**src/sdwp_fifo.sv**
```systemverilog
// the word buffer sits with the port logic, so one design file holds all the logic

```
**src/sdwp_pkg.sv**
```systemverilog
package sdwp_pkg;
  localparam int          WORD_BITS    = 16;
  localparam int          CODE_BITS    = 12;
  localparam int          MODE_BITS    = 2;
  localparam int          CODE_LSB     = 0;
  localparam int          MODE_LSB     = 12;
  localparam logic [4:0]  BIT_COUNT    = 5'h10;
  localparam logic [4:0]  CNT_ZERO     = 5'h00;
  localparam logic [4:0]  CNT_ONE      = 5'h01;
  localparam logic [11:0] ZERO_CODE    = 12'h000;
  localparam logic [1:0]  MODE_NORMAL  = 2'h0;
  localparam logic [15:0] WORD_ZERO    = 16'h0000;
  localparam int          FIFO_DEPTH   = 16;
  localparam int          FIFO_AW      = 4;
  localparam int          SYS_CLK_HZ   = 20000000;
  localparam int          SCLK_MAX_HZ  = 30000000;
  localparam logic [2:0]  SYNC_RESET   = 3'h7;
  localparam logic [2:0]  SCLK_RESET   = 3'h0;
  localparam logic [2:0]  DIN_RESET    = 3'h0;
  typedef enum logic [1:0] {
    SDWP_IDLE  = 2'b00,
    SDWP_SHIFT = 2'b01,
    SDWP_DONE  = 2'b10
  } sdwp_state_t;
endpackage

```
**src/sdwp_serial_dac_write_port.sv**
```systemverilog
`timescale 1ns/1ns
// Operation
// - while frame select is low each of the first sixteen falling serial clock edges shifts the data bit into a 16-bit register.
// - with frame select high no clock edge shifts anything.
// - the sixteenth falling edge after frame select falls loads the word and updates the output.
// - frame select rising before the sixteenth edge aborts the frame and leaves the output unchanged.
// - reset forces the zero code on the output until the first complete frame.
// - each completed frame delivers a 12-bit code that drives the output level.
module sdwp_serial_dac_write_port (
  input  wire logic        clk_sys,
  input  wire logic        nrst,
  input  wire logic        frameSelN,
  input  wire logic        serialClk,
  input  wire logic        serialData,
  output logic [11:0]      analog_output,
  output logic [1:0]       powerMode,
  output logic             updateStrobe,
  output logic             abortStrobe
);
  ////////////////////////////////////////////////////////////////////////////
  logic [2:0]        syncSh;
  logic [2:0]        sclkSh;
  logic [2:0]        dinSh;
  logic              frameLow;
  logic              frameLowPrev;
  logic              sclkLvl;
  logic              sclkPrev;
  logic              dinLvl;
  logic              sclkFall;
  logic              frameStart;
  logic              frameEnd;
  logic [15:0]       shiftReg;
  logic [4:0]        bitCnt;
  sdwp_pkg::sdwp_state_t state;
  logic              wordValid;
  logic              wordReady;
  logic [15:0]       wordData;
  logic              fifoValid;
  logic [15:0]       fifoData;

  // three stages: only stages two and three are looked at, so metastability is contained
  always_ff @(posedge clk_sys or negedge nrst) begin
    if (!nrst) begin
      syncSh <= sdwp_pkg::SYNC_RESET;
      sclkSh <= sdwp_pkg::SCLK_RESET;
      dinSh  <= sdwp_pkg::DIN_RESET;
    end else begin
      syncSh <= {syncSh[1:0], frameSelN};
      sclkSh <= {sclkSh[1:0], serialClk};
      dinSh  <= {dinSh[1:0], serialData};
    end
  end

  // a level changes only when stages two and three agree
  always_ff @(posedge clk_sys or negedge nrst) begin
    if (!nrst) begin
      frameLow     <= 1'b0;
      frameLowPrev <= 1'b0;
      sclkLvl      <= 1'b0;
      sclkPrev     <= 1'b0;
      dinLvl       <= 1'b0;
    end else begin
      if (syncSh[2] == syncSh[1]) begin
        frameLow <= !syncSh[2];
      end
      if (sclkSh[2] == sclkSh[1]) begin
        sclkLvl <= sclkSh[2];
      end
      if (dinSh[2] == dinSh[1]) begin
        dinLvl <= dinSh[2];
      end
      frameLowPrev <= frameLow;
      sclkPrev     <= sclkLvl;
    end
  end

  // limitation: 20 MHz sampling follows a serial clock of a few MHz only, not the full 30 MHz
  assign sclkFall   = sclkPrev && !sclkLvl;
  assign frameStart = frameLow && !frameLowPrev;
  assign frameEnd   = !frameLow && frameLowPrev;

  ////////////////////////////////////////////////////////////////////////////
  always_ff @(posedge clk_sys or negedge nrst) begin
    if (!nrst) begin
      state       <= sdwp_pkg::SDWP_IDLE;
      bitCnt      <= sdwp_pkg::CNT_ZERO;
      shiftReg    <= sdwp_pkg::WORD_ZERO;
      abortStrobe <= 1'b0;
    end else begin
      abortStrobe <= 1'b0;
      case (state)
        sdwp_pkg::SDWP_IDLE: begin
          if (frameStart) begin
            state  <= sdwp_pkg::SDWP_SHIFT;
            bitCnt <= sdwp_pkg::CNT_ZERO;
          end
        end
        sdwp_pkg::SDWP_SHIFT: begin
          if (frameEnd) begin
            state       <= sdwp_pkg::SDWP_IDLE;
            abortStrobe <= 1'b1;
          end else if (sclkFall) begin
            shiftReg <= {shiftReg[14:0], dinLvl};
            bitCnt   <= bitCnt + sdwp_pkg::CNT_ONE;
            if (bitCnt == sdwp_pkg::BIT_COUNT - sdwp_pkg::CNT_ONE) begin
              state <= sdwp_pkg::SDWP_DONE;
            end
          end
        end
        sdwp_pkg::SDWP_DONE: begin
          // later edges are ignored until frame select goes high again
          if (frameEnd) begin
            state <= sdwp_pkg::SDWP_IDLE;
          end
        end
        default: begin
          state <= sdwp_pkg::SDWP_IDLE;
        end
      endcase
    end
  end

  // one-cycle pulse when the sixteenth bit lands
  always_ff @(posedge clk_sys or negedge nrst) begin
    if (!nrst) begin
      wordValid <= 1'b0;
    end else begin
      wordValid <= (state == sdwp_pkg::SDWP_SHIFT) && !frameEnd && sclkFall
                   && (bitCnt == sdwp_pkg::BIT_COUNT - sdwp_pkg::CNT_ONE);
    end
  end
  assign wordData = shiftReg;

  ////////////////////////////////////////////////////////////////////////////
  // the converter side always drains, so the fifo only absorbs one word of latency;
  // a full fifo drops a word, which the shifter cannot stall for anyway
  sdwp_fifo #(
    .WIDTH (sdwp_pkg::WORD_BITS),
    .DEPTH (sdwp_pkg::FIFO_DEPTH),
    .AW    (sdwp_pkg::FIFO_AW)
  ) u_fifo (
    .clk_sys  (clk_sys),
    .nrst     (nrst),
    .inValid  (wordValid),
    .inReady  (wordReady),
    .inData   (wordData),
    .outValid (fifoValid),
    .outReady (1'b1),
    .outData  (fifoData)
  );

  always_ff @(posedge clk_sys or negedge nrst) begin
    if (!nrst) begin
      analog_output <= sdwp_pkg::ZERO_CODE;
      powerMode     <= sdwp_pkg::MODE_NORMAL;
      updateStrobe  <= 1'b0;
    end else begin
      updateStrobe <= fifoValid;
      if (fifoValid) begin
        analog_output <= fifoData[sdwp_pkg::CODE_LSB +: sdwp_pkg::CODE_BITS];
        powerMode     <= fifoData[sdwp_pkg::MODE_LSB +: sdwp_pkg::MODE_BITS];
      end
    end
  end
endmodule

////////////////////////////////////////////////////////////////////////////
// word buffer between shifter and converter; storage is plain flip-flops
module sdwp_fifo #(
  parameter int WIDTH = 16,
  parameter int DEPTH = 16,
  parameter int AW    = 4
) (
  input  wire logic             clk_sys,
  input  wire logic             nrst,
  input  wire logic             inValid,
  output logic                  inReady,
  input  wire logic [WIDTH-1:0] inData,
  output logic                  outValid,
  input  wire logic             outReady,
  output logic      [WIDTH-1:0] outData
);
  logic [WIDTH-1:0] mem [DEPTH];
  logic [AW-1:0]    wrPtr;
  logic [AW-1:0]    rdPtr;
  logic [AW:0]      fill;
  logic             doWr;
  logic             doRd;

  assign inReady  = (fill != (AW+1)'(DEPTH));
  assign outValid = (fill != '0);
  assign outData  = mem[rdPtr];
  assign doWr     = inValid && inReady;
  assign doRd     = outValid && outReady;

  always_ff @(posedge clk_sys) begin
    if (doWr) begin
      mem[wrPtr] <= inData;
    end
  end

  always_ff @(posedge clk_sys or negedge nrst) begin
    if (!nrst) begin
      wrPtr <= '0;
      rdPtr <= '0;
      fill  <= '0;
    end else begin
      if (doWr) begin
        wrPtr <= wrPtr + 1'b1;
      end
      if (doRd) begin
        rdPtr <= rdPtr + 1'b1;
      end
      fill <= fill + (AW+1)'(doWr) - (AW+1)'(doRd);
    end
  end
endmodule

```
**config.mk**
```make
export PLATFORM = sky130hd
export DESIGN_NAME = sdwp_serial_dac_write_port
export DESIGN_NICKNAME = d
export VERILOG_FILES = /design/src/sdwp_fifo.sv /design/src/sdwp_pkg.sv /design/src/sdwp_serial_dac_write_port.sv
export SDC_FILE = /design/constraint.sdc
export NUM_CORES = 1
export LEC_CHECK = 0
export ABC_AREA = 1
export CELL_PAD_IN_SITES_DETAIL_PLACEMENT = 0
export CELL_PAD_IN_SITES_GLOBAL_PLACEMENT = 1
export CORE_MARGIN = 3
export CORE_UTILIZATION = 55
export CTS_CLUSTER_SIZE = 14
export DETAILED_ROUTE_END_ITERATION = 7
export DONT_BUFFER_PORTS = 1
export PLACE_DENSITY = 0.85
export SLEW_MARGIN = 20
export SYNTH_ARGS = -nofsm -noshare
export SYNTH_HDL_FRONTEND = slang
export SYNTH_SLANG_ARGS = --single-unit
```
**constraint.sdc**
```tcl
create_clock -name clk_sys -period 5.15 [get_ports clk_sys]
set_input_delay 1.03 -clock clk_sys [delete_from_list [all_inputs] [get_ports clk_sys]]
set_output_delay 1.03 -clock clk_sys [all_outputs]
set_load 0.01 [all_outputs]
```
### Word-level counts from Yosys, hierarchy flattened

Memories as Yosys holds them, arrays and structs flattened. A register that Yosys moved wholly into a read port is not among the register bits.
Cells that the tools add are included.

* bits in registers: 53
* bits in writable memories: 256
* bits of input ports: 5
* output and inout port bits: 16
* word-level logic and storage cells: 70
* memories: 1

* $add $sub $neg: 5
* eq/ne operators: 13
* muxes and demuxes: 14
* bitwise gates (word level): 1
* reductions and logical operators: 19

Memory list
* u_fifo.mem: words 16, bits a word 16, read ports 1, clocked after Yosys merged registers in 1, wr ports 1, RTL line sdwp_serial_dac_write_port.sv:183 `logic [WIDTH-1:0] mem [DEPTH];`

Operators with widths (number)
* 5-bit 2-to-1 mux: 3
* 2-bit 2-to-1 mux: 5
* 5-bit case mux with 2 select lines: 1
* 4-bit by 1-bit adder with 4-bit output (second input constant): 2
* 2-bit inequality test (second input constant): 4
* 4-bit AND reduction: 2
* 1-bit logical AND: 7
* 1-bit logical NOT: 6
* 3-bit inequality test (second input constant): 2
* 2-bit case mux with 3 select lines: 1
* 5-bit by 1-bit adder with 5-bit output: 1
* 5-bit by 1-bit adder with 5-bit output (second input constant): 1
* 5-bit by 4-bit == test with 1-bit output (second input constant): 1
* 5-bit inequality test (second input constant): 1
* 5-bit nonzero test: 1
* 5-bit by 1-bit subtractor with 5-bit output: 1
* 1-bit 2-to-1 mux: 4
* 1-bit == test: 3
* 3-bit AND reduction: 1
* 2-bit by 1-bit == test with 1-bit output (second input constant): 1
* 2-bit == test (second input constant): 1
* 2-bit logical NOT: 1
* 2-bit nonzero test: 1
* 1-bit inverter: 1

### Logic depth before layout (Yosys ltp)

* depth after elaboration: 6
* mapped depth: 12
* mapped depth without buffers: 11

### Modules after synthesis

From an unflattened synthesis, not the netlist that was laid out.

* cells, all modules: 1287
* area total of the unflattened synthesis: 13656.8 µm²

By module, submodules not included
* sdwp_fifo: times used 1, cells each 1103, area each 11598.6 µm², sequential area each 8012.7 µm²
* sdwp_serial_dac_write_port: times used 1, cells each 184, area each 2058.2 µm², sequential area each 1355.0 µm²

### Worst setup path after synthesis

No wires, ideal clock.

* kind: register to register
* start point: register u_fifo.fill[3]
* end point: register u_fifo.fill[4]
* setup time: 0.079 ns
* arrival time: 2.166 ns
* data required time: 5.071 ns
* path slack: 2.904 ns
* cell stages (with the launch flop): 13
* buffers on the path: 1
* period minus slack after synthesis: 2.246 ns
* cells stage by stage: dfrtp_1 inv_1 ha_1 nand3b_1 buf_2 ha_1 inv_1 ha_1 fa_1 a21oi_1 nor2_1 nor2_1 xor2_1

* elaborated cells on any way between the ends: 5
* those cells by class: add/sub: 2; eq/ne: 1; reduce/logical: 2

RTL lines
* from (decl): RTL line sdwp_serial_dac_write_port.sv:186 `logic [AW:0] fill;`
* from (signal assigned): RTL line sdwp_serial_dac_write_port.sv:214 `fill <= fill + (AW+1)'(doWr) - (AW+1)'(doRd);`
* 5-bit nonzero test: RTL line sdwp_serial_dac_write_port.sv:191 `assign outValid = (fill != '0);`
* net fifoValid: RTL line sdwp_serial_dac_write_port.sv:38 `logic fifoValid;`
* 5-bit by 1-bit subtractor with 5-bit output: RTL line sdwp_serial_dac_write_port.sv:214

The timed path passes the listed nets, and every way through them passes these cells.
A chain may end at the register's enable or synchronous reset.

### Worst setup path after layout

* start point: register u_fifo.fill[3]
* end point: register u_fifo.fill[4]

* word-level cells in the longest chain between the ends: 4
* elaborated cells on any way between the ends: 5
* those cells by class: add/sub: 2; eq/ne: 1; reduce/logical: 2

Ends and longest elaborated chain
* 5-bit inequality test: RTL line sdwp_serial_dac_write_port.sv:190 `assign inReady = (fill != (AW+1)'(DEPTH));`
* 1-bit logical AND: RTL line sdwp_serial_dac_write_port.sv:193 `assign doWr = inValid && inReady;`
* 5-bit by 1-bit adder with 5-bit output: RTL line sdwp_serial_dac_write_port.sv:214
* 5-bit by 1-bit subtractor with 5-bit output (*): RTL line sdwp_serial_dac_write_port.sv:214

Mark *: on every way between the ends. The rest lies on a longest branch, timed or not.

==> results.sh <==
export IMPL_crit_top_cell="ha_1"
export IMPL_io_buffer_count=0
export IMPL_n_fill_cell=1710
export IMPL_p_sw_mw=2.58
export IMPL_cts_max_level=1
export IMPL_intPower_mw=4.68
export IMPL_crit_required_ns=5.61
export IMPL_postCtsHoldBufs=0
export IMPL_fin_setup_tns_ns=0
export IMPL_die_width_um=156
export IMPL_grt_pass1_vias=7335
export IMPL_hold_violations=0
export IMPL_syn_area_um2=12300
export IMPL_fp_dieArea_um2=24300
export IMPL_yosys_area_share_simple_pct=20.7
export IMPL_place_area_um2=12500
export IMPL_worst_pin_slew_ns=0.985
export IMPL_numCtsBuffers=29
export IMPL_synthMuxAreaShare_pct=0
export IMPL_yosysWarnings=0
export IMPL_synth_top_family_by_area="simple AND/OR/NAND/NOR gates"
export IMPL_initial_utilization_pct=56.2
export IMPL_cts_tree="yes"
export IMPL_final_util_pct=61.3
export IMPL_hold_ws_ns=0.186
export IMPL_max_slew_margin_pct=34.3
export IMPL_yosysSeqAreaShare_pct=67.7
export IMPL_worstRegToRegCells=11
export IMPL_pwr_share_clk_pct=27.5
export IMPL_path_cells="inv_1 -> ha_1 -> nand3b_1 -> ha_1 -> inv_1 -> ha_1 -> fa_1 -> a21oi_1 -> nor2_1 -> nor2_1 -> xor2_1"
export IMPL_path_max_fanout=22
export IMPL_p_sw_share_pct=35.5
export IMPL_core_um2=22000
export IMPL_cts_root_buf="clkbuf_16"
export IMPL_maxSlewViolCount=0
export IMPL_drt_iter0_drc=665
export IMPL_grt_ovfl_total=0
export IMPL_grt_max_degree=73
export IMPL_viasPerCell=5.21
export IMPL_fmaxAchievable_ghz=0.342
export IMPL_syn_avg_cell_area_um2=10.4
export IMPL_power_density_nw_per_um2=539
export IMPL_pwr_share_seq_pct=46.2
export IMPL_layout_commonest_cell="nand2_1"
export IMPL_num_rows=54
export IMPL_num_vias=7744
export IMPL_leakage_nw=5.99
export IMPL_clk_pin_slew_ns=0.06
export IMPL_ioPinCount=21
export IMPL_synth_compound_area_share_pct=0.740
export IMPL_setup_violations=0
export IMPL_final_nets=1204
export IMPL_arrival_ns=3.39
export IMPL_synth_net_count=1205
export IMPL_post_cts_resized=0
export IMPL_fin_crit_ns=2.92
export IMPL_final_area_um2=13500
export IMPL_mostFrequentLayoutCells="nand2_1, edfxtp_1, inv_1"
export IMPL_ant_nets=0
export IMPL_outcome="complete, no violations"
export IMPL_n_antenna_cell=0
export IMPL_synthXorXnorAreaFrac_pct=0.710
export IMPL_slowest_stage="nand3b_1"
export IMPL_synth_adder_area_share_pct=1.64
export IMPL_wire_per_inst_um=16.9
export IMPL_ys_seq_elements=289
export IMPL_comb_power_share_pct=26.2
export IMPL_endpoint_kind="register"
export IMPL_dp_hpwl_um=14200
export IMPL_firstDrtPassIters=5
export IMPL_hp_class="input port to asynchronous set/reset pin"
export IMPL_ys_types=31
export IMPL_setup_worst_path_class="register to register"
export IMPL_clock_latency_ns=0.54
export IMPL_ir_drop_mv=0.262
export IMPL_drc=0
export IMPL_finalWirelength_um=25100
export IMPL_grt_pass1_wl_um=39100
export IMPL_cp_start_kind="register"
export IMPL_clockBufferDepth=3
export IMPL_synthCells=1186
export IMPL_die_h_um=156
export IMPL_cts_sinks=289
export IMPL_drv_cap=0
export IMPL_routabilityCongestion=0.812
export IMPL_grt_usage_pct=20.8
export IMPL_cpPeakStageDelay_ns=0.56
export IMPL_drive_above_1_share_pct=6.46
export IMPL_fin_skew_ns=0.0118
export IMPL_cts_setup_buffers=0
export IMPL_timing_final_crit_share_pct=56.8
export IMPL_antenna_found_initial=0
export IMPL_area_growth_pct=9.09
export IMPL_rsz0062_at_grt="false"
[worst paths after layout]
| kind | startpoint | endpoint | slack [ns] |
|---|---|---|---|
| min in group clk_sys | dinSh[0] | dinSh[1] | 0.35 |
| worst max register to register | u_fifo.fill[3] | u_fifo.fill[4] | 2.23 |
| max in group asynchronous | nrst | syncSh[1] | 4.73 |
| worst min register to register | dinSh[0] | dinSh[1] | 0.35 |
| worst min-delay path | nrst | analog_output[3] | 0.19 |
| worst max-delay path | u_fifo.fill[3] | u_fifo.fill[4] | 2.23 |
[worst max-delay path, delay by kind of cell (launching register included)]
kind                       cells  cell delay (ns)
AOI/OAI and AO/OA              1             0.14
xor gates and xnor gates       1             0.15
DFF                            1             0.39
adders and majority gates      4             1.35
and+or+nand+nor                3             0.71
buffers and inverters          2             0.13
[Yosys cell counts, drive strengths merged]
cell | number | area share (%)
fa | 1 | 0.16
dfstp | 3 | 0.64
o21ai | 8 | 0.32
clkbuf | 10 | 0.30
nand2 | 386 | 12
inv | 196 | 6.0
buf | 42 | 2.3
maj3 | 2 | 0.16
edfxtp | 224 | 54
o211ai | 1 | 0.061
or2 | 1 | 0.051
o22ai | 1 | 0.10
xor2 | 10 | 0.71
dfrtp | 62 | 13
nor3 | 2 | 0.12
ha | 13 | 1.3
nor2 | 26 | 0.81
nand4 | 4 | 0.20
o21bai | 1 | 0.061
nand3b | 1 | 0.061
nand3 | 188 | 7.6
a21oi | 4 | 0.19
[cell type report]
class	instances	area, µm²	share of cell area [%]
Clock inverter	3	17.5	0.130
Timing Repair Buffer	20	150	1.11
Tap cell	280	350	2.60
Multi-Input combinational cell	649	2950	21.9
Clock buffer	50	905	6.72
Sequential cell	289	8360	62.1
Inverter	196	737	5.47
[per-layer routing]
metal,vias up,track usage [%],routed length (µm),part of all wire (%)
met2,222,33.5,11800,47
met4,0,7.11,588,2.3
met5,-,0,0,0
met1,3669,29.3,11200,45
met3,50,3.27,1480,5.9
li1,3803,-,-,-
[per-stage QoR]
| stage | worst slack, ns | total power, mW | cells |
|---|---|---|---|
| global placement | 2.29 | 5.28 | 1434 |
| floorplan | 2.90 | 4.75 | 1186 |
| finish | 2.23 | 7.26 | 1487 |
| CTS | 2.19 | 7.32 | 1487 |
| detailed placement | 2.20 | 5.31 | 1434 |
| global route | 1.95 | 7.70 | 1487 |
[kinds of logic (layout without fill, tap and decap cells)]
| group | count (synthesis) | after routing |
|---|---|---|
| AND/OR/NAND/NOR | 608 | 608 |
| flip-flops | 289 | 289 |
| XOR/XNOR | 10 | 10 |
| AO/OA/AOI/OAI | 15 | 15 |
| buffers and inverters | 248 | 269 |
| adder cells (fa/ha/maj) | 16 | 16 |
[flip-flops by register name (all words and copies together) (netlist names)]
register	cells
dinLvl	1
bitCnt	5
u_fifo.mem	224
u_fifo.fill	5
frameLow	1
sclkPrev	1
state	2
u_fifo.wrPtr	4
dinSh	3
shiftReg	14
syncSh	3
powerMode	2
wordValid	1
sclkSh	3
frameLowPrev	1
sclkLvl	1
updateStrobe	1
abortStrobe	1
analog_output	12
u_fifo.rdPtr	4
[power by group through the flow]
stage	combinational, mW	sequential [mW]	clock (mW)
after CTS	1.92	3.35	2.04
after floorplan	1.59	3.16	0
after global placement	1.89	3.39	0
after global routing	2.17	3.40	2.13
after detailed placement	1.91	3.40	0
final	1.91	3.36	2.00
Power figures use the tool's default switching activity.
